[config.mk]
export PLATFORM = sky130hd
export DESIGN_NAME = umb_uart
export DESIGN_NICKNAME = d
export VERILOG_FILES = /design/src/umb_pkg.sv /design/src/umb_uart.sv
export VERILOG_INCLUDE_DIRS = /design/src
export SDC_FILE = /design/constraint.sdc
export NUM_CORES = 1
export LEC_CHECK = 0
export BUFFER_PORTS_ARGS = -buffer_cell sky130_fd_sc_hd__buf_4
export CORE_MARGIN = 3
export CORE_UTILIZATION = 45
export CTS_CLUSTER_SIZE = 8
export DETAILED_ROUTE_END_ITERATION = 8
export GPL_ROUTABILITY_DRIVEN = 0
export SETUP_SLACK_MARGIN = 0.3
export SLEW_MARGIN = 20
export SYNTH_ARGS = -nofsm -noshare
export SYNTH_HDL_FRONTEND = slang
export SYNTH_SLANG_ARGS = --single-unit
[constraint.sdc]
create_clock -name clk_i -period 4.3 [get_ports clk_i]
set_input_delay 0.86 -clock clk_i [delete_from_list [all_inputs] [get_ports clk_i]]
set_output_delay 0.86 -clock clk_i [all_outputs]
set_load 0.01 [all_outputs]
[src/umb_map.svh]
// register indices, field positions, codes and counts for the uart
`ifndef UMB_MAP_SVH
`define UMB_MAP_SVH
`define UMB_IX_TXB 24'hFFFE40
`define UMB_IX_RXB 24'hFFFE42
`define UMB_IX_ICT 24'hFFFE44
`define UMB_IX_STA 24'hFFFE46
`define UMB_IX_FRS 24'hFFFE48
`define UMB_IX_MD1 24'hFFFE4A
`define UMB_IX_BDL 24'hFFFE4C
`define UMB_IX_PSR 24'hFFFE4E
`define UMB_IX_OVR 24'hFFFE50
`define UMB_IX_MD2 24'hFFFE52
`define UMB_IX_SPS 24'hFFFE54
// frame select fields
`define UMB_F_CHAR 1:0
`define UMB_F_STP 2
`define UMB_F_XB9 3
`define UMB_F_PSEL 5:4
`define UMB_F_PARITY 6
`define UMB_F_MASK 8'h7F
// mode select one fields
`define UMB_M_ATN 1
`define UMB_M_ERD 2
`define UMB_M_FCE 3
`define UMB_M_RTS 4
`define UMB_M_BRK 5
`define UMB_M_ETD 7
// interrupt control enables
`define UMB_I_ETI 0
`define UMB_I_ERI 1
`define UMB_I_EEI 2
`define UMB_I_EFC 3
// prescaler register fields
`define UMB_P_PSC 7:3
`define UMB_P_DIV 2:0
// character format and parity codes
`define UMB_CH8 2'h0
`define UMB_CH7 2'h1
`define UMB_CH9 2'h2
`define UMB_CHLB 2'h3
`define UMB_PODD 2'h0
`define UMB_PEVEN 2'h1
`define UMB_PMARK 2'h2
`define UMB_PSPACE 2'h3
// oversampling and break counts
`define UMB_OSR 16
`define UMB_SUB_LAST 4'hF
`define UMB_SMP_A 4'h7
`define UMB_SMP_B 4'h8
`define UMB_SMP_C 4'h9
`define UMB_BRK_BITS 10
`define UMB_BRK_TICKS 9'(`UMB_BRK_BITS * `UMB_OSR)
// reset values
`define UMB_RST_TXE 1'b1
`define UMB_RST_LINE 1'b1
`endif

[src/umb_pkg.sv]
// types shared by the uart: states, carriers and the state record
package umb_pkg;
  typedef enum logic [2:0] {T_IDLE, T_START, T_DATA, T_PAR, T_STOP} umb_tx_type;
  typedef enum logic [2:0] {R_IDLE, R_START, R_DATA, R_PAR, R_STOP, R_BRK} umb_rx_type;
  typedef struct packed {
    logic        cyc;
    logic        stb;
    logic        we;
    logic [25:0] adr;
    logic [3:0]  sel;
    logic [31:0] dat;
  } umb_wb_type;
  typedef struct packed {
    logic tx;
    logic rx;
    logic err;
    logic flow;
  } umb_irq_type;
  typedef struct packed {
    logic tx;
    logic rx;
  } umb_dma_type;
  typedef struct packed {
    logic        ack;
    logic [31:0] rdat;
    logic [7:0]  tx_data_buffer, rx_data_buffer, frame_select, mode_select_one;
    logic [7:0]  baud_divisor_low, baud_prescaler, oversample_rate, mode_select_two, sample_position;
    logic [3:0]  interrupt_control;
    logic        tx_empty_flag, rx_full_flag, rx_ninth_bit, pe, fe, doe;
    logic        error_summary_flag, bkd, cts_change_flag, cts_q, txd, rts_n;
    umb_irq_type irq;
    umb_dma_type dma;
    logic [5:0]  pacc;
    logic [10:0] dcnt;
    umb_tx_type  txs;
    logic [8:0]  tx_shift_reg;
    logic [3:0]  tsub, tbit;
    logic        tpar;
    umb_rx_type  rxs;
    logic [8:0]  rx_shift_reg;
    logic [3:0]  rsub, rbit;
    logic [1:0]  rsmp;
    logic        rpar;
    logic [8:0]  brkc;
  } umb_st_type;
endpackage

[src/umb_uart.sv]
// uart with address wake, loopback, fractional baud, irq and dma requests
// Summary of operation
// - address wake only in nine-bit, no parity
// - ninth bit one marks address, zero data
// - wake mode drops characters until address arrives
// - accepting address clears wake enable bit
// - ninth bit sent from frame select, read in status
// - loopback feeds transmit line into receiver
// - loopback uses nine-bit format without parity
// - start, data lsb first, parity, stop bits
// - nine-bit frames: byte plus ninth, no parity
// - baud from prescaler then eleven-bit divisor
// - prescaler code n divides by (n+1)/2
// - prescaler code zero stops the uart clock
// - tx irq while empty and enabled
// - rx irq while full and enabled
// - error irq; status read clears summary flag
// - flow irq; control read clears change flag
// - tx dma pulse on empty rise, no irq
// - rx dma pulse on full rise, no irq
// - break bit holds transmit line low
// - break reported ten low bit times after a low stop bit
// - parity only for seven/eight-bit, selectable treatment
// - sixteen ticks per bit, three-sample majority
// - divisor stage divides by value plus one
// - format codes eight, seven, nine, loopback
`include "umb_map.svh"
module umb_uart (
  input  wire logic          clk_i,
  input  wire logic          rst_i,
  input  wire logic          ce_i,
  input  umb_pkg::umb_wb_type wb_i,
  output logic               wb_ack_o,
  output logic [31:0]        wb_dat_o,
  input  wire logic          rxd_i,
  input  wire logic          cts_n_i,
  output logic               txd_o,
  output logic               rts_n_o,
  output umb_pkg::umb_irq_type irq_o,
  output umb_pkg::umb_dma_type dma_o
);
  import umb_pkg::*;

  umb_st_type  s;
  umb_st_type  n;
  logic        acc;
  logic        wr;
  logic        rd;
  logic [23:0] ix;
  logic        wr_txb;
  logic        wr_md1;
  logic        rd_rxb;
  logic [4:0]  psc;
  logic [10:0] div;
  logic [5:0]  pnxt;
  logic [5:0]  plim;
  logic        ptick;
  logic        stick;
  logic [1:0]  chr;
  logic        nine;
  logic        par_on;
  logic        atn_act;
  logic        rin;
  logic        v;
  logic [3:0]  nlast;
  logic [7:0]  rbyte;
  logic        rb9;
  logic        dlv;
  logic        xmip;
  logic        line;

  // parity of a character under the selected treatment
  function automatic logic par_f(input logic [7:0] d, input logic [1:0] sel);
    case (sel)
      `UMB_PODD:  par_f = ~^d;
      `UMB_PEVEN: par_f = ^d;
      `UMB_PMARK: par_f = 1'b1;
      default:    par_f = 1'b0;
    endcase
  endfunction

  ////////////////////////////////////////////////////////////////////////
  // bus decode
  assign acc = wb_i.cyc & wb_i.stb & ~s.ack;
  assign wr = acc & wb_i.we & wb_i.sel[0];
  assign rd = acc & ~wb_i.we;
  assign ix = wb_i.adr[25:2];
  assign wr_txb = wr & (ix == `UMB_IX_TXB);
  assign wr_md1 = wr & (ix == `UMB_IX_MD1);
  assign rd_rxb = rd & (ix == `UMB_IX_RXB);

  // baud chain: half-step accumulator then divisor counter
  assign psc = s.baud_prescaler[`UMB_P_PSC];
  assign div = {s.baud_prescaler[`UMB_P_DIV], s.baud_divisor_low};
  assign pnxt = s.pacc + 6'h02;
  assign plim = {1'b0, psc} + 6'h01;
  assign ptick = (psc != 5'h00) & (pnxt >= plim);
  assign stick = ptick & (s.dcnt >= div);

  // frame format decode
  assign chr = s.frame_select[`UMB_F_CHAR];
  assign nine = chr[1];
  assign par_on = s.frame_select[`UMB_F_PARITY] & ~nine & ~s.mode_select_one[`UMB_M_ATN];
  assign atn_act = s.mode_select_one[`UMB_M_ATN] & nine;
  assign rin = (chr == `UMB_CHLB) ? s.txd : rxd_i;
  assign v = (s.rsmp[1] & s.rsmp[0]) | (s.rsmp[1] & rin) | (s.rsmp[0] & rin);
  assign dlv = stick & (s.rxs == R_STOP) & (s.rsub == `UMB_SMP_C);
  assign xmip = (s.txs != T_IDLE) | ~s.tx_empty_flag;

  // data bit count and received character layout
  always_comb begin
    nlast = 4'h8;
    rbyte = s.rx_shift_reg[7:0];
    rb9 = s.rx_shift_reg[8];
    case (chr)
      `UMB_CH7: begin
        nlast = 4'h6;
        rbyte = {1'b0, s.rx_shift_reg[8:2]};
        rb9 = 1'b0;
      end
      `UMB_CH8: begin
        nlast = 4'h7;
        rbyte = s.rx_shift_reg[8:1];
        rb9 = 1'b0;
      end
      default: begin
        nlast = 4'h8;
        rbyte = s.rx_shift_reg[7:0];
        rb9 = s.rx_shift_reg[8];
      end
    endcase
  end

  // transmit line level for the present state
  always_comb begin
    case (s.txs)
      T_START: line = 1'b0;
      T_DATA:  line = s.tx_shift_reg[0];
      T_PAR:   line = s.tpar;
      default: line = 1'b1;
    endcase
  end

  ////////////////////////////////////////////////////////////////////////
  // next state
  always_comb begin
    n = s;
    n.ack = acc;
    // register reads; read-side clears come first so later sets win
    if (rd) begin
      case (ix)
        `UMB_IX_TXB: n.rdat = {24'h000000, s.tx_data_buffer};
        `UMB_IX_RXB: begin
          n.rdat = {24'h000000, s.rx_data_buffer};
          n.rx_full_flag = 1'b0;
        end
        `UMB_IX_ICT: begin
          n.rdat = {25'h0000000, s.cts_change_flag, s.rx_full_flag, s.tx_empty_flag, s.interrupt_control};
          n.cts_change_flag = 1'b0;
        end
        `UMB_IX_STA: begin
          n.rdat = {25'h0000000, xmip, s.rx_ninth_bit, s.bkd, s.error_summary_flag, s.doe, s.fe, s.pe};
          n.pe = 1'b0;
          n.fe = 1'b0;
          n.doe = 1'b0;
          n.bkd = 1'b0;
          n.error_summary_flag = 1'b0;
        end
        `UMB_IX_FRS: n.rdat = {24'h000000, s.frame_select};
        `UMB_IX_MD1: n.rdat = {24'h000000, s.mode_select_one};
        `UMB_IX_BDL: n.rdat = {24'h000000, s.baud_divisor_low};
        `UMB_IX_PSR: n.rdat = {24'h000000, s.baud_prescaler};
        `UMB_IX_OVR: n.rdat = {24'h000000, s.oversample_rate};
        `UMB_IX_MD2: n.rdat = {24'h000000, s.mode_select_two};
        `UMB_IX_SPS: n.rdat = {24'h000000, s.sample_position};
        default:     n.rdat = 32'h00000000;
      endcase
    end
    // register writes
    if (wr) begin
      case (ix)
        `UMB_IX_TXB: begin
          n.tx_data_buffer = wb_i.dat[7:0];
          n.tx_empty_flag = 1'b0;
        end
        `UMB_IX_ICT: n.interrupt_control = wb_i.dat[3:0];
        `UMB_IX_FRS: n.frame_select = wb_i.dat[7:0] & `UMB_F_MASK;
        `UMB_IX_MD1: n.mode_select_one = wb_i.dat[7:0];
        `UMB_IX_BDL: n.baud_divisor_low = wb_i.dat[7:0];
        `UMB_IX_PSR: n.baud_prescaler = wb_i.dat[7:0];
        `UMB_IX_OVR: n.oversample_rate = wb_i.dat[7:0];
        `UMB_IX_MD2: n.mode_select_two = wb_i.dat[7:0];
        `UMB_IX_SPS: n.sample_position = wb_i.dat[7:0];
        default: n.rdat = s.rdat;
      endcase
    end
    // baud chain advances only while a prescaler code is set
    if (psc != 5'h00) begin
      n.pacc = ptick ? (pnxt - plim) : pnxt;
      if (ptick) begin
        n.dcnt = (s.dcnt >= div) ? 11'h000 : (s.dcnt + 11'h001);
      end
    end else begin
      n.pacc = 6'h00; // a stopped clock restarts the half-step phase cleanly
    end
    // transmitter; a frame starts on a baud tick so the start bit is a full bit time
    if (s.txs == T_IDLE) begin
      if (stick & ~s.tx_empty_flag & ~wr_txb & ~(s.mode_select_one[`UMB_M_FCE] & cts_n_i)) begin
        n.tx_shift_reg = {s.frame_select[`UMB_F_XB9] & nine, s.tx_data_buffer};
        n.tpar = par_f({(chr != `UMB_CH7) & s.tx_data_buffer[7], s.tx_data_buffer[6:0]},
                       s.frame_select[`UMB_F_PSEL]);
        n.tx_empty_flag = 1'b1;
        n.txs = T_START;
        n.tsub = 4'h0;
      end
    end else if (stick) begin
      n.tsub = s.tsub + 4'h1;
      if (s.tsub == `UMB_SUB_LAST) begin
        case (s.txs)
          T_START: begin
            n.txs = T_DATA;
            n.tbit = 4'h0;
          end
          T_DATA: begin
            n.tx_shift_reg = s.tx_shift_reg >> 1;
            n.tbit = s.tbit + 4'h1;
            if (s.tbit == nlast) begin
              n.tbit = 4'h0;
              n.txs = par_on ? T_PAR : T_STOP;
            end
          end
          T_PAR: n.txs = T_STOP;
          T_STOP: begin
            n.tbit = s.tbit + 4'h1;
            if (s.tbit == {3'h0, s.frame_select[`UMB_F_STP]}) begin
              n.txs = T_IDLE;
            end
          end
          default: n.txs = T_IDLE;
        endcase
      end
    end
    n.txd = ~s.mode_select_one[`UMB_M_BRK] & line;
    // receiver, driven by the sixteen-per-bit tick
    if (stick) begin
      if (s.rxs == R_IDLE) begin
        if (~rin) begin
          n.rxs = R_START;
          n.rsub = 4'h1;
        end
      end else if (s.rxs == R_BRK) begin
        if (rin) begin
          n.rxs = R_IDLE;
        end else if (s.brkc != `UMB_BRK_TICKS) begin
          n.brkc = s.brkc + 9'h001;
          if (s.brkc == (`UMB_BRK_TICKS - 9'h001)) begin
            n.bkd = 1'b1;
            n.error_summary_flag = 1'b1;
          end
        end
      end else begin
        n.rsub = s.rsub + 4'h1;
        if ((s.rsub == `UMB_SMP_A) || (s.rsub == `UMB_SMP_B)) begin
          n.rsmp = {s.rsmp[0], rin};
        end
        if (s.rsub == `UMB_SMP_C) begin
          case (s.rxs)
            R_START: begin
              n.rxs = v ? R_IDLE : R_DATA;
              n.rbit = 4'h0;
            end
            R_DATA: begin
              n.rx_shift_reg = {v, s.rx_shift_reg[8:1]};
              n.rbit = s.rbit + 4'h1;
              if (s.rbit == nlast) begin
                n.rxs = par_on ? R_PAR : R_STOP;
              end
            end
            R_PAR: begin
              n.rpar = v;
              n.rxs = R_STOP;
            end
            R_STOP: begin
              n.rxs = v ? R_IDLE : R_BRK;
              n.brkc = 9'h000;
              if (~(atn_act & ~rb9)) begin
                n.rx_data_buffer = rbyte;
                n.rx_ninth_bit = rb9;
                n.rx_full_flag = 1'b1;
                if (s.rx_full_flag & ~rd_rxb) begin
                  n.doe = 1'b1;
                  n.error_summary_flag = 1'b1;
                end
                if (~v) begin
                  n.fe = 1'b1;
                  n.error_summary_flag = 1'b1;
                end
                if (par_on & (s.rpar != par_f(rbyte, s.frame_select[`UMB_F_PSEL]))) begin
                  n.pe = 1'b1;
                  n.error_summary_flag = 1'b1;
                end
                if (atn_act & ~wr_md1) begin
                  n.mode_select_one[`UMB_M_ATN] = 1'b0;
                end
              end
            end
            default: n.rxs = R_IDLE;
          endcase
        end
      end
    end
    // clear-to-send change and ready-to-send level
    n.cts_q = cts_n_i;
    if (cts_n_i != s.cts_q) begin
      n.cts_change_flag = 1'b1;
    end
    n.rts_n = ~n.mode_select_one[`UMB_M_RTS];
    // interrupt levels and dma pulses
    n.irq.tx = n.tx_empty_flag & n.interrupt_control[`UMB_I_ETI] & ~n.mode_select_one[`UMB_M_ETD];
    n.irq.rx = n.rx_full_flag & n.interrupt_control[`UMB_I_ERI] & ~n.mode_select_one[`UMB_M_ERD];
    n.irq.err = n.error_summary_flag & n.interrupt_control[`UMB_I_EEI];
    n.irq.flow = n.cts_change_flag & n.interrupt_control[`UMB_I_EFC];
    n.dma.tx = n.tx_empty_flag & ~s.tx_empty_flag & n.mode_select_one[`UMB_M_ETD];
    n.dma.rx = n.rx_full_flag & ~s.rx_full_flag & n.mode_select_one[`UMB_M_ERD];
  end

  // state register, frozen while the clock enable is low
  always_ff @(posedge clk_i) begin
    if (rst_i) begin
      s <= '0;
      s.tx_empty_flag <= `UMB_RST_TXE;
      s.txd <= `UMB_RST_LINE;
      s.rts_n <= `UMB_RST_LINE;
      s.cts_q <= `UMB_RST_LINE;
    end else if (ce_i) begin
      s <= n;
    end
  end

  // outputs
  assign wb_ack_o = s.ack;
  assign wb_dat_o = s.rdat;
  assign txd_o = s.txd;
  assign rts_n_o = s.rts_n;
  assign irq_o = s.irq;
  assign dma_o = s.dma;
endmodule

# --- Word-level counts from Yosys, hierarchy flattened ---
# Index checks and enable logic that the tools add are counted.
# W data, S select, Z words.
word_totals:
  reg_bits: 196
  word_cells: 300
  input_bits: 70
  output_inout_bits: 41
op_classes:
  order_cmp: 2
  reduce_logical: 44
  n_eq_ne: 46
  addsub: 9
  bitwise_logic: 59
  muxes: 95
op_table:
  columns: ["op", "n"]
  rows:
  - ["$eq A24 B24 Y1 const B", 11]
  - ["$pmux W8 S11", 1]
  - ["$mux W32", 2]
  - ["$mux W8", 7]
  - ["$mux W9", 6]
  - ["$mux W53", 1]
  - ["$mux W40", 1]
  - ["$and A1 B1 Y1", 37]
  - ["$mux W6", 6]
  - ["$reduce_and A3 Y1", 11]
  - ["$mux W16", 2]
  - ["$reduce_and A6 Y1", 5]
  - ["$mux W1", 29]
  - ["$mux W3", 9]
  - ["$mux W12", 2]
  - ["$mux W4", 6]
  - ["$pmux W3 S4", 2]
  - ["$mux W11", 2]
  - ["$mux W20", 1]
  - ["$not A1 Y1", 19]
  - ["$add A4 B1 Y4 const B", 4]
  - ["$pmux W4 S2", 2]
  - ["$pmux W8 S2", 1]
  - ["$reduce_xnor A8 Y1", 2]
  - ["43 further kinds", 86]

# --- Longest topological paths before layout ---
# Gate-level depths: netlist of run 1.
depth:
  word_depth: 22
  depth_mapped: 14
  ltp_nobuf: 12

# --- Worst setup path after synthesis of run 1 ---
# Ideal clock, no wire load.
synth_path:
  path_kind: "input port to flip-flop"
  start: "input wb_i[38] (netlist name)"
  end: "register s, in the netlist irq_o[2]"
  setup_ns: 0.101
  t_required_ns: 4.199
  path_buffers: 2
  stages: 8
  path_slack_ns: 0.901
  arrival_ns: 3.298
  cell_sequence: "or4b_1 or4_1 buf_2 nor3_4 buf_4 and4_1 mux2_2 o41ai_1"
synth_via:
  elab_chain_len: 11
  elab_cells_between_ends: 17
  classes_between: "eq/ne: 3; mux: 11; bitwise: 3"
synth_lines:
  columns: ["item", "line_no", "source"]
  rows:
  - ["start, declared", "umb_uart.sv:32", "input umb_pkg::umb_wb_type wb_i,"]
  - ["$eq A24 B24 Y1", "umb_uart.sv:151", "case (ix)"]
  - ["$mux W1", "umb_uart.sv:151", null]
  - ["$mux W1", "umb_uart.sv:150", "if (rd) begin"]
  - ["$mux W6", "umb_uart.sv:286", "if (~(atn_act & ~rb9)) begin"]
  - ["$mux W6", "umb_uart.sv:267", "case (s.rxs)"]
  - ["$mux W6", "umb_uart.sv:266", "if (s.rsub == `UMB_SMP_C) begin"]
  - ["$mux W5", "umb_uart.sv:251", "end else if (s.rxs == R_BRK) begin"]
  - ["$mux W7", "umb_uart.sv:246", "if (s.rxs == R_IDLE) begin"]
  - ["$mux W7", "umb_uart.sv:245", "if (stick) begin"]
  - ["$and A1 B1 Y1", "umb_uart.sv:320", "n.irq.rx = n.rx_full_flag & n.interrupt_control[`UMB_I_ERI] & ~n.mode_select_one[`UMB_M_ERD];"]
  - ["$and A1 B1 Y1 *", "umb_uart.sv:320", null]
  - ["end signal, assigned", "umb_uart.sv:336", "s <= n;"]
  - ["end, declared", "umb_uart.sv:44", "umb_st_type s;"]
# Mark *: on every way between the ends. The rest lies on a longest branch, timed or not.
# A chain may end at the register's enable or synchronous reset.

# --- Worst setup path after layout of run 1 ---
layout_path:
  start: "register s, in the netlist psc[1]"
  end: "register s[12] (netlist name)"
layout_via:
  elab_chain_len: 5
  elab_cells_between_ends: 6
  classes_between: "add/sub: 1; order compare: 1; bitwise: 2; reduce/logical: 2"
layout_lines:
  columns: ["item", "line_no", "source"]
  rows:
  - ["$add A5 B1 Y6", "umb_uart.sv:96", "assign plim = {1'b0, psc} + 6'h01;"]
  - ["$ge A6 B6 Y1", "umb_uart.sv:97", "assign ptick = (psc != 5'h00) & (pnxt >= plim);"]
  - ["$and A1 B1 Y1 *", "umb_uart.sv:97", null]
  - ["$and A1 B1 Y1 *", "umb_uart.sv:98", "assign stick = ptick & (s.dcnt >= div);"]
  - ["$reduce_and A6 Y1 (no source line) *", null, null]
# Marked as above.

==> results_dict.tcl, run 1 <==
set metrics [dict create \
    ir_drop_uv 220 \
    vias 8490 \
    grt_antenna_before_repair 0 \
    startpoint_type "flip-flop" \
    overflow 0 \
    r2r-end "s[12]" \
    die_area_sq_um 23600 \
    hp-class "flip-flop to flip-flop" \
    synth_edf_count 0 \
    p_total_mw 3.57 \
    cp-end-kind "flip-flop" \
    postCtsHoldBufs 0 \
    timing.fmax_ghz 0.282 \
    async_flop_share 0 \
    clk-insertion-delay-late_ns 0.44 \
    drive_gt1_frac 0.121 \
    core_area_sq_um 21200 \
    hpwl_um 19200 \
    tightest_slew_ns 0.803 \
    p_leak_nw 4.12 \
    timing.rr.start "psc[1]" \
    drc_errors 0 \
    track_usage 0.226 \
    initial_utilization 0.462 \
    worstPathRequired_ns 4.66 \
    fin_nets 1298 \
    synth_area_sq_um 9810 \
    diodes 0 \
    viasPerCell 5.71 \
    cp.arrival_ns 3.90 \
    r2r_cells 12 \
    ios 111 \
    synth-seq-area-share 0.351 \
    whs_ns 0.455 \
    fin_crit_ns 3.54 \
    ys.flop_type "dfxtp_1" \
    drtIter0Drc 618 \
    setup_viol 0 \
    hold_viol_final 0 \
    die_w_um 154 \
    yosysUniqueCellTypes 76 \
    yosys_warnings 0 \
    port_buffers 57 \
    crit_chain "ha_1, nand3_1, xor2_1, ha_1, and3_1, a31oi_1, o21ai_0, a21oi_1, nor3_1, nand2_1, or4b_2, a31oi_1" \
    hold_end "dma_o[0]" \
    finalSetupTns_ns 0 \
    first_pass_iters 5 \
    relSlewSlack 0.463 \
    cp_slowest_cell "or4b_2" \
    instances_no_fill 1486 \
    r2r_slack_ns 0.76 \
    fin_crit_sh 0.824 \
    numClockSinks 172 \
    cp-startpoint "psc[1]" \
    cts.repair.resized 0 \
    syn_to_final_growth_pct 11.5 \
    synthCells 1192 \
    cts_tree "built" \
    grt_max_degree 60 \
    ys_ff_latch 172 \
    maxCapViolations 0 \
    avgSynthCellArea_sq_um 8.23 \
    worstHoldStart "dma_o[0]" \
    num_rows 53 \
    final_cell_mix "172 x dfxtp_1, 145 x nor2_1, 129 x nand2_1" \
    slowest_delay_ns 0.65 \
    postCtsSetupBuffers 0 \
    final_common_cell "dfxtp_1" \
    critical_path.max_fanout 5 \
    grt_pass1_vias 7790 \
    status "finished clean" \
    cellPowerDensity_nw_per_um2 327 \
    min_delay_path_depth 2 \
    cts.clk_slew.worst_paths_ns 0.07 \
    clockBufferDepth 2 \
    crit_type "flip-flop to flip-flop" \
    grt_pass1_wl_um 43100 \
    place_inst 1454 \
    cts_max_level 4 \
    maxSlewViolCount 0 \
    ant_nets 0 \
    grt_setup_unrepaired "no" \
    drt-total-wl_um 27100 \
    dieHeight_um 154 \
    numCtsBuffers 17 \
    cts_root_buf "clkbuf_16" \
    post_drt_wl_per_cell_um 18.3 \
    finClkSkew_ns 0.0189 \
]
==> metrics by stage <==
step | util | setup slack [ns] | cell area (sq um)
detailed placement | 0.483 | 0.405 | 10200
global placement | 0.483 | 0.464 | 10200
global route | 0.515 | 0.496 | 10900
CTS | 0.515 | 0.775 | 10900
finish | 0.515 | 0.759 | 10900
floorplan | - | 0.901 | 9890
==> synth_stat cells (11+ instances only) <==
library cell	number	area [sq um]
a31oi_1	12	75.1
clkbuf_1	62	233
nand4_1	18	113
mux2i_1	96	961
dfxtp_1	172	3440
ha_1	29	363
o21ai_0	48	240
nand2_1	129	484
nand3_1	35	175
and3_1	16	100
a21oi_1	78	390
a221oi_1	12	105
nor2_1	145	544
a21o_1	13	97.6
xnor2_1	31	272
buf_4	42	315
nor3_1	34	170
or3_1	11	68.8
inv_1	35	131
==> registers in the layout, summed over array words and instances, names as in the netlist <==
name,count
chr,2
div,11
dma_o,2
irq_o,4
psc,5
rts_n_o,1
s,137
txd_o,1
wb_ack_o,1
wb_dat_o,8
==> critical path: cells and delay by family (launching register included) <==
kind	cells	cell delay [ns]
xor gates and xnor gates	1	0.17
AOI/OAI and AO/OA	4	0.60
and+or+nand+nor	5	1.68
DFF	1	0.45
adders and majority gates	2	0.57
==> metal layers <==
| metal | routed length, um | vias to the layer above | global-route usage |
|---|---|---|---|
| li1 | - | 4192 | - |
| met1 | 12500 | 4040 | 0.308 |
| met2 | 12800 | 234 | 0.370 |
| met3 | 1510 | 24 | 0.0377 |
| met4 | 396 | 0 | 0.0643 |
| met5 | 0 | - | 0 |
==> cell type report <==
cell class / count / area [sq um]
tap: 275 / 344
timing repair buffer: 81 / 608
inverter: 36 / 135
clock buffer: 17 / 425
sequential: 172 / 3440
multi-input combinational: 890 / 5720
fill: 2008 / 10300
clock inverter: 15 / 258
==> cells by family after synthesis <==
logic type,after synthesis,share of synthesized area
xor+xnor,40,0.0357
flops,172,0.351
buf+inv,153,0.0753
other cells,1,0.000382
fa+ha+maj,31,0.0401
simple gates,455,0.225
mux,111,0.122
compound gates,229,0.150
==> power breakdown <==
part	switching (mW)	internal, mW	leakage (nW)
clock	0.705	1.10	0.335
sequential	0.00779	1.60	1.39
combinational	0.104	0.0500	2.40
==> worst max-delay path by stage <==
| stage | end | slack, ns |
|---|---|---|
| after global routing | s[29] | 0.50 |
| after CTS | s[29] | 0.77 |
| final | s[12] | 0.76 |
| after global placement | div[7] | 0.46 |
| after floorplan | irq_o[2] | 0.90 |
| after detailed placement | div[0] | 0.40 |
No activity file was read; power rests on OpenSTA's default activity.
==> run 2, diff against run 1 <==
Settings changed: ABC_AREA set to 1.
Clock period 4.3 ns to 3.7 ns, I/O delays scaled along.
==> results_dict.tcl, run 2 <==
set metrics [dict create \
    status "finished clean" \
    numClockSinks 172 \
    overflow 0 \
    postCtsHoldBufs 0 \
    synth.largest_area_cell "dfxtp_1" \
    fin_crit_ns 3.10 \
    slowest_delay_ns 0.38 \
    r2r_cells 18 \
    clk-insertion-delay-late_ns 0.44 \
    worstPathRequired_ns 4.03 \
    ios 111 \
    p_total_mw 3.95 \
    core_area_sq_um 21100 \
    syn_to_final_growth_pct 11.0 \
    critical_path.max_fanout 10 \
    drt-total-wl_um 26800 \
    met1_length_um 12500 \
    r2r-end "s[7]" \
    startpoint_type "flip-flop" \
    fin_crit_sh 0.837 \
    crit_chain "inv_1, nor3_2, xor2_1, inv_1, ha_1, nand2_1, nor2_1, a21oi_1, nand2_2, a21oi_4, nor2_8, nand2_8, inv_2, nand2_2, o21ai_2, inv_2, o21ai_0, a21oi_1" \
    hold_viol_final 0 \
    num_rows 53 \
    cts.clk_slew.worst_paths_ns 0.07 \
    finClkSkew_ns 0.0131 \
    cp.arrival_ns 3.43 \
    async_flop_share 0 \
    initial_utilization 0.459 \
    place_inst 1666 \
    grt_pass1_wl_um 42800 \
    timing.rr.start "psc[0]" \
    cts_tree "built" \
    yosysMostFrequentCell "nand2_1" \
    route.met3.wl_um 1320 \
    register_area_sq_um 3440 \
    drive_gt1_frac 0.104 \
    largest_reg_flops 137 \
    timing.fmax_ghz 0.323 \
    crit_type "flip-flop to flip-flop" \
    crit_cells 18 \
    avgSynthCellArea_sq_um 7.00 \
    drc_errors 0 \
    r2r_slack_ns 0.60 \
    hpwl_um 19800 \
    postCtsSetupBuffers 0 \
    final_cell_mix "222 x nand2_1, 182 x inv_1, 172 x dfxtp_1" \
    synthCells 1382 \
    tightest_slew_ns 0.790 \
    yosys-top-cells-count "222 x nand2_1, 182 x inv_1, 172 x dfxtp_1" \
    grt_pass1_vias 8250 \
    diodes 0 \
    synth_area_sq_um 9670 \
    drtIter0Drc 654 \
    die_area_sq_um 23300 \
    p_leak_nw 4.22 \
    fillCellCount 2137 \
    cp-end-kind "flip-flop" \
    vias 8958 \
    setup_viol 0 \
    synth-seq-area-share 0.356 \
    grt_setup_unrepaired "no" \
    viasPerCell 5.28 \
    path_buf_inv 4 \
    multi_input_area_sq_um 5090 \
    maxSlewViolCount 0 \
    final_common_cell "nand2_1" \
    min_delay_path_depth 2 \
    synthTopCellsByArea "dfxtp_1 36%, nand2_1 8.6%, a21oi_1 8.4%" \
    maxCapViolations 0 \
    top_layer "met4" \
    largest_register "s" \
    cts_root_buf "clkbuf_16" \
    die_w_um 153 \
    ant_nets 0 \
    first_pass_iters 5 \
    ir_drop_uv 274 \
    relSlewSlack 0.471 \
    yosysTopAreaCellShare 0.356 \
    numCtsBuffers 17 \
    cellPowerDensity_nw_per_um2 368 \
    fin_nets 1510 \
    yosys_warnings 0 \
    dr_wl_met2_um 12500 \
    fin_util 0.509 \
    grt_max_degree 54 \
    yosysUniqueCellTypes 56 \
    instances_no_fill 1698 \
    cts_max_level 4 \
    ys_ff_latch 172 \
    port_buffers 57 \
    grt_antenna_before_repair 0 \
    clockBufferDepth 2 \
    cp_slowest_cell "o21ai_2" \
    finalSetupTns_ns 0 \
    worstHoldStart "s[47]" \
    ys.flop_type "dfxtp_1" \
    track_usage 0.227 \
    synth_edf_count 0 \
    hp-class "flip-flop to flip-flop" \
    dieHeight_um 153 \
    post_drt_wl_per_cell_um 15.8 \
    hold_end "s[47]" \
    critical-path-top-delay-family "simple AND/OR/NAND/NOR gates" \
]
## run 2: changes by cell type after synthesis, moves of 13 or more
cell,previous run,this run
xnor2_1,31,15
nand2_1,129,222
nor2_1,145,111
inv_1,35,182
a21oi_1,78,163
mux2i_1,96,0
clkbuf_1,62,29
o21ai_0,48,124
a21o_1,13,0
and3_1,16,2
o22ai_1,2,33
nand3_1,35,76
## run 2: power breakdown
group	switching (mW)	internal, mW	leakage (nW)	total [mW]
Sequential	0.00578	1.86	1.39	1.86
Clock	0.794	1.08	0.294	1.88
Combinational	0.138	0.0682	2.54	0.206
## run 2: logic make-up after synthesis
kind of cell | after synthesis | share of synthesized area
adders and majority gates | 30 | 0.0396
other | 1 | 0.000388
xor gates and xnor gates | 30 | 0.0272
DFF | 172 | 0.356
AOI/OAI and AO/OA | 373 | 0.212
buffers and inverters | 275 | 0.127
and+or+nand+nor | 501 | 0.237
## run 2: timing repair
action	4_1_cts	5_1_grt
gates resized for setup	0	1
setup endpoints to repair	0	3
hold endpoints to repair	0	0
## run 2: how the worst max path moves through the flow
stage                      start     to  slack [ns]
after detailed placement  psc[0]   s[7]        0.57
after global placement    psc[0]   s[7]        0.65
after CTS                 psc[0]  s[44]        0.53
final                     psc[0]   s[7]        0.60
after global routing      psc[0]  s[25]        0.34
after floorplan           psc[0]  s[49]        1.05
## run 2: final cells by class
class	count	area share
clock buffer	19	0.0413
clock inverter	13	0.0156
inverter	194	0.0681
multi-input combinational	958	0.474
sequential	172	0.321
tap	275	0.0321
timing repair buffer	67	0.0480
## run 2: stage by stage
| step | worst slack, ns | hold WS, ns | instance area (sq um) |
|---|---|---|---|
| 3_5_place_dp | 0.570 | 0.441 | 10100 |
| 6_report | 0.604 | 0.451 | 10700 |
| 4_1_cts | 0.534 | 0.450 | 10700 |
| 3_3_place_gp | 0.647 | 0.436 | 10100 |
| 2_1_floorplan | 1.05 | 0.425 | 9760 |
| 5_1_grt | 0.337 | 0.464 | 10700 |
## run 2: per-layer routing
metal  vias to the layer above  GRT usage
met1                      4120      0.313
met4                         0     0.0641
met3                        36     0.0378
met5                         -          0
li1                       4608          -
met2                       194      0.369
## run 2: worst reg2reg max path: cells and delay by family, from the launching register on
kind / cells / cell delay [ns]
xor+xnor: 1 / 0.20
simple gates: 7 / 1.01
compound gates: 5 / 0.69
buf+inv: 4 / 0.41
fa+ha+maj: 1 / 0.35
flops: 1 / 0.34
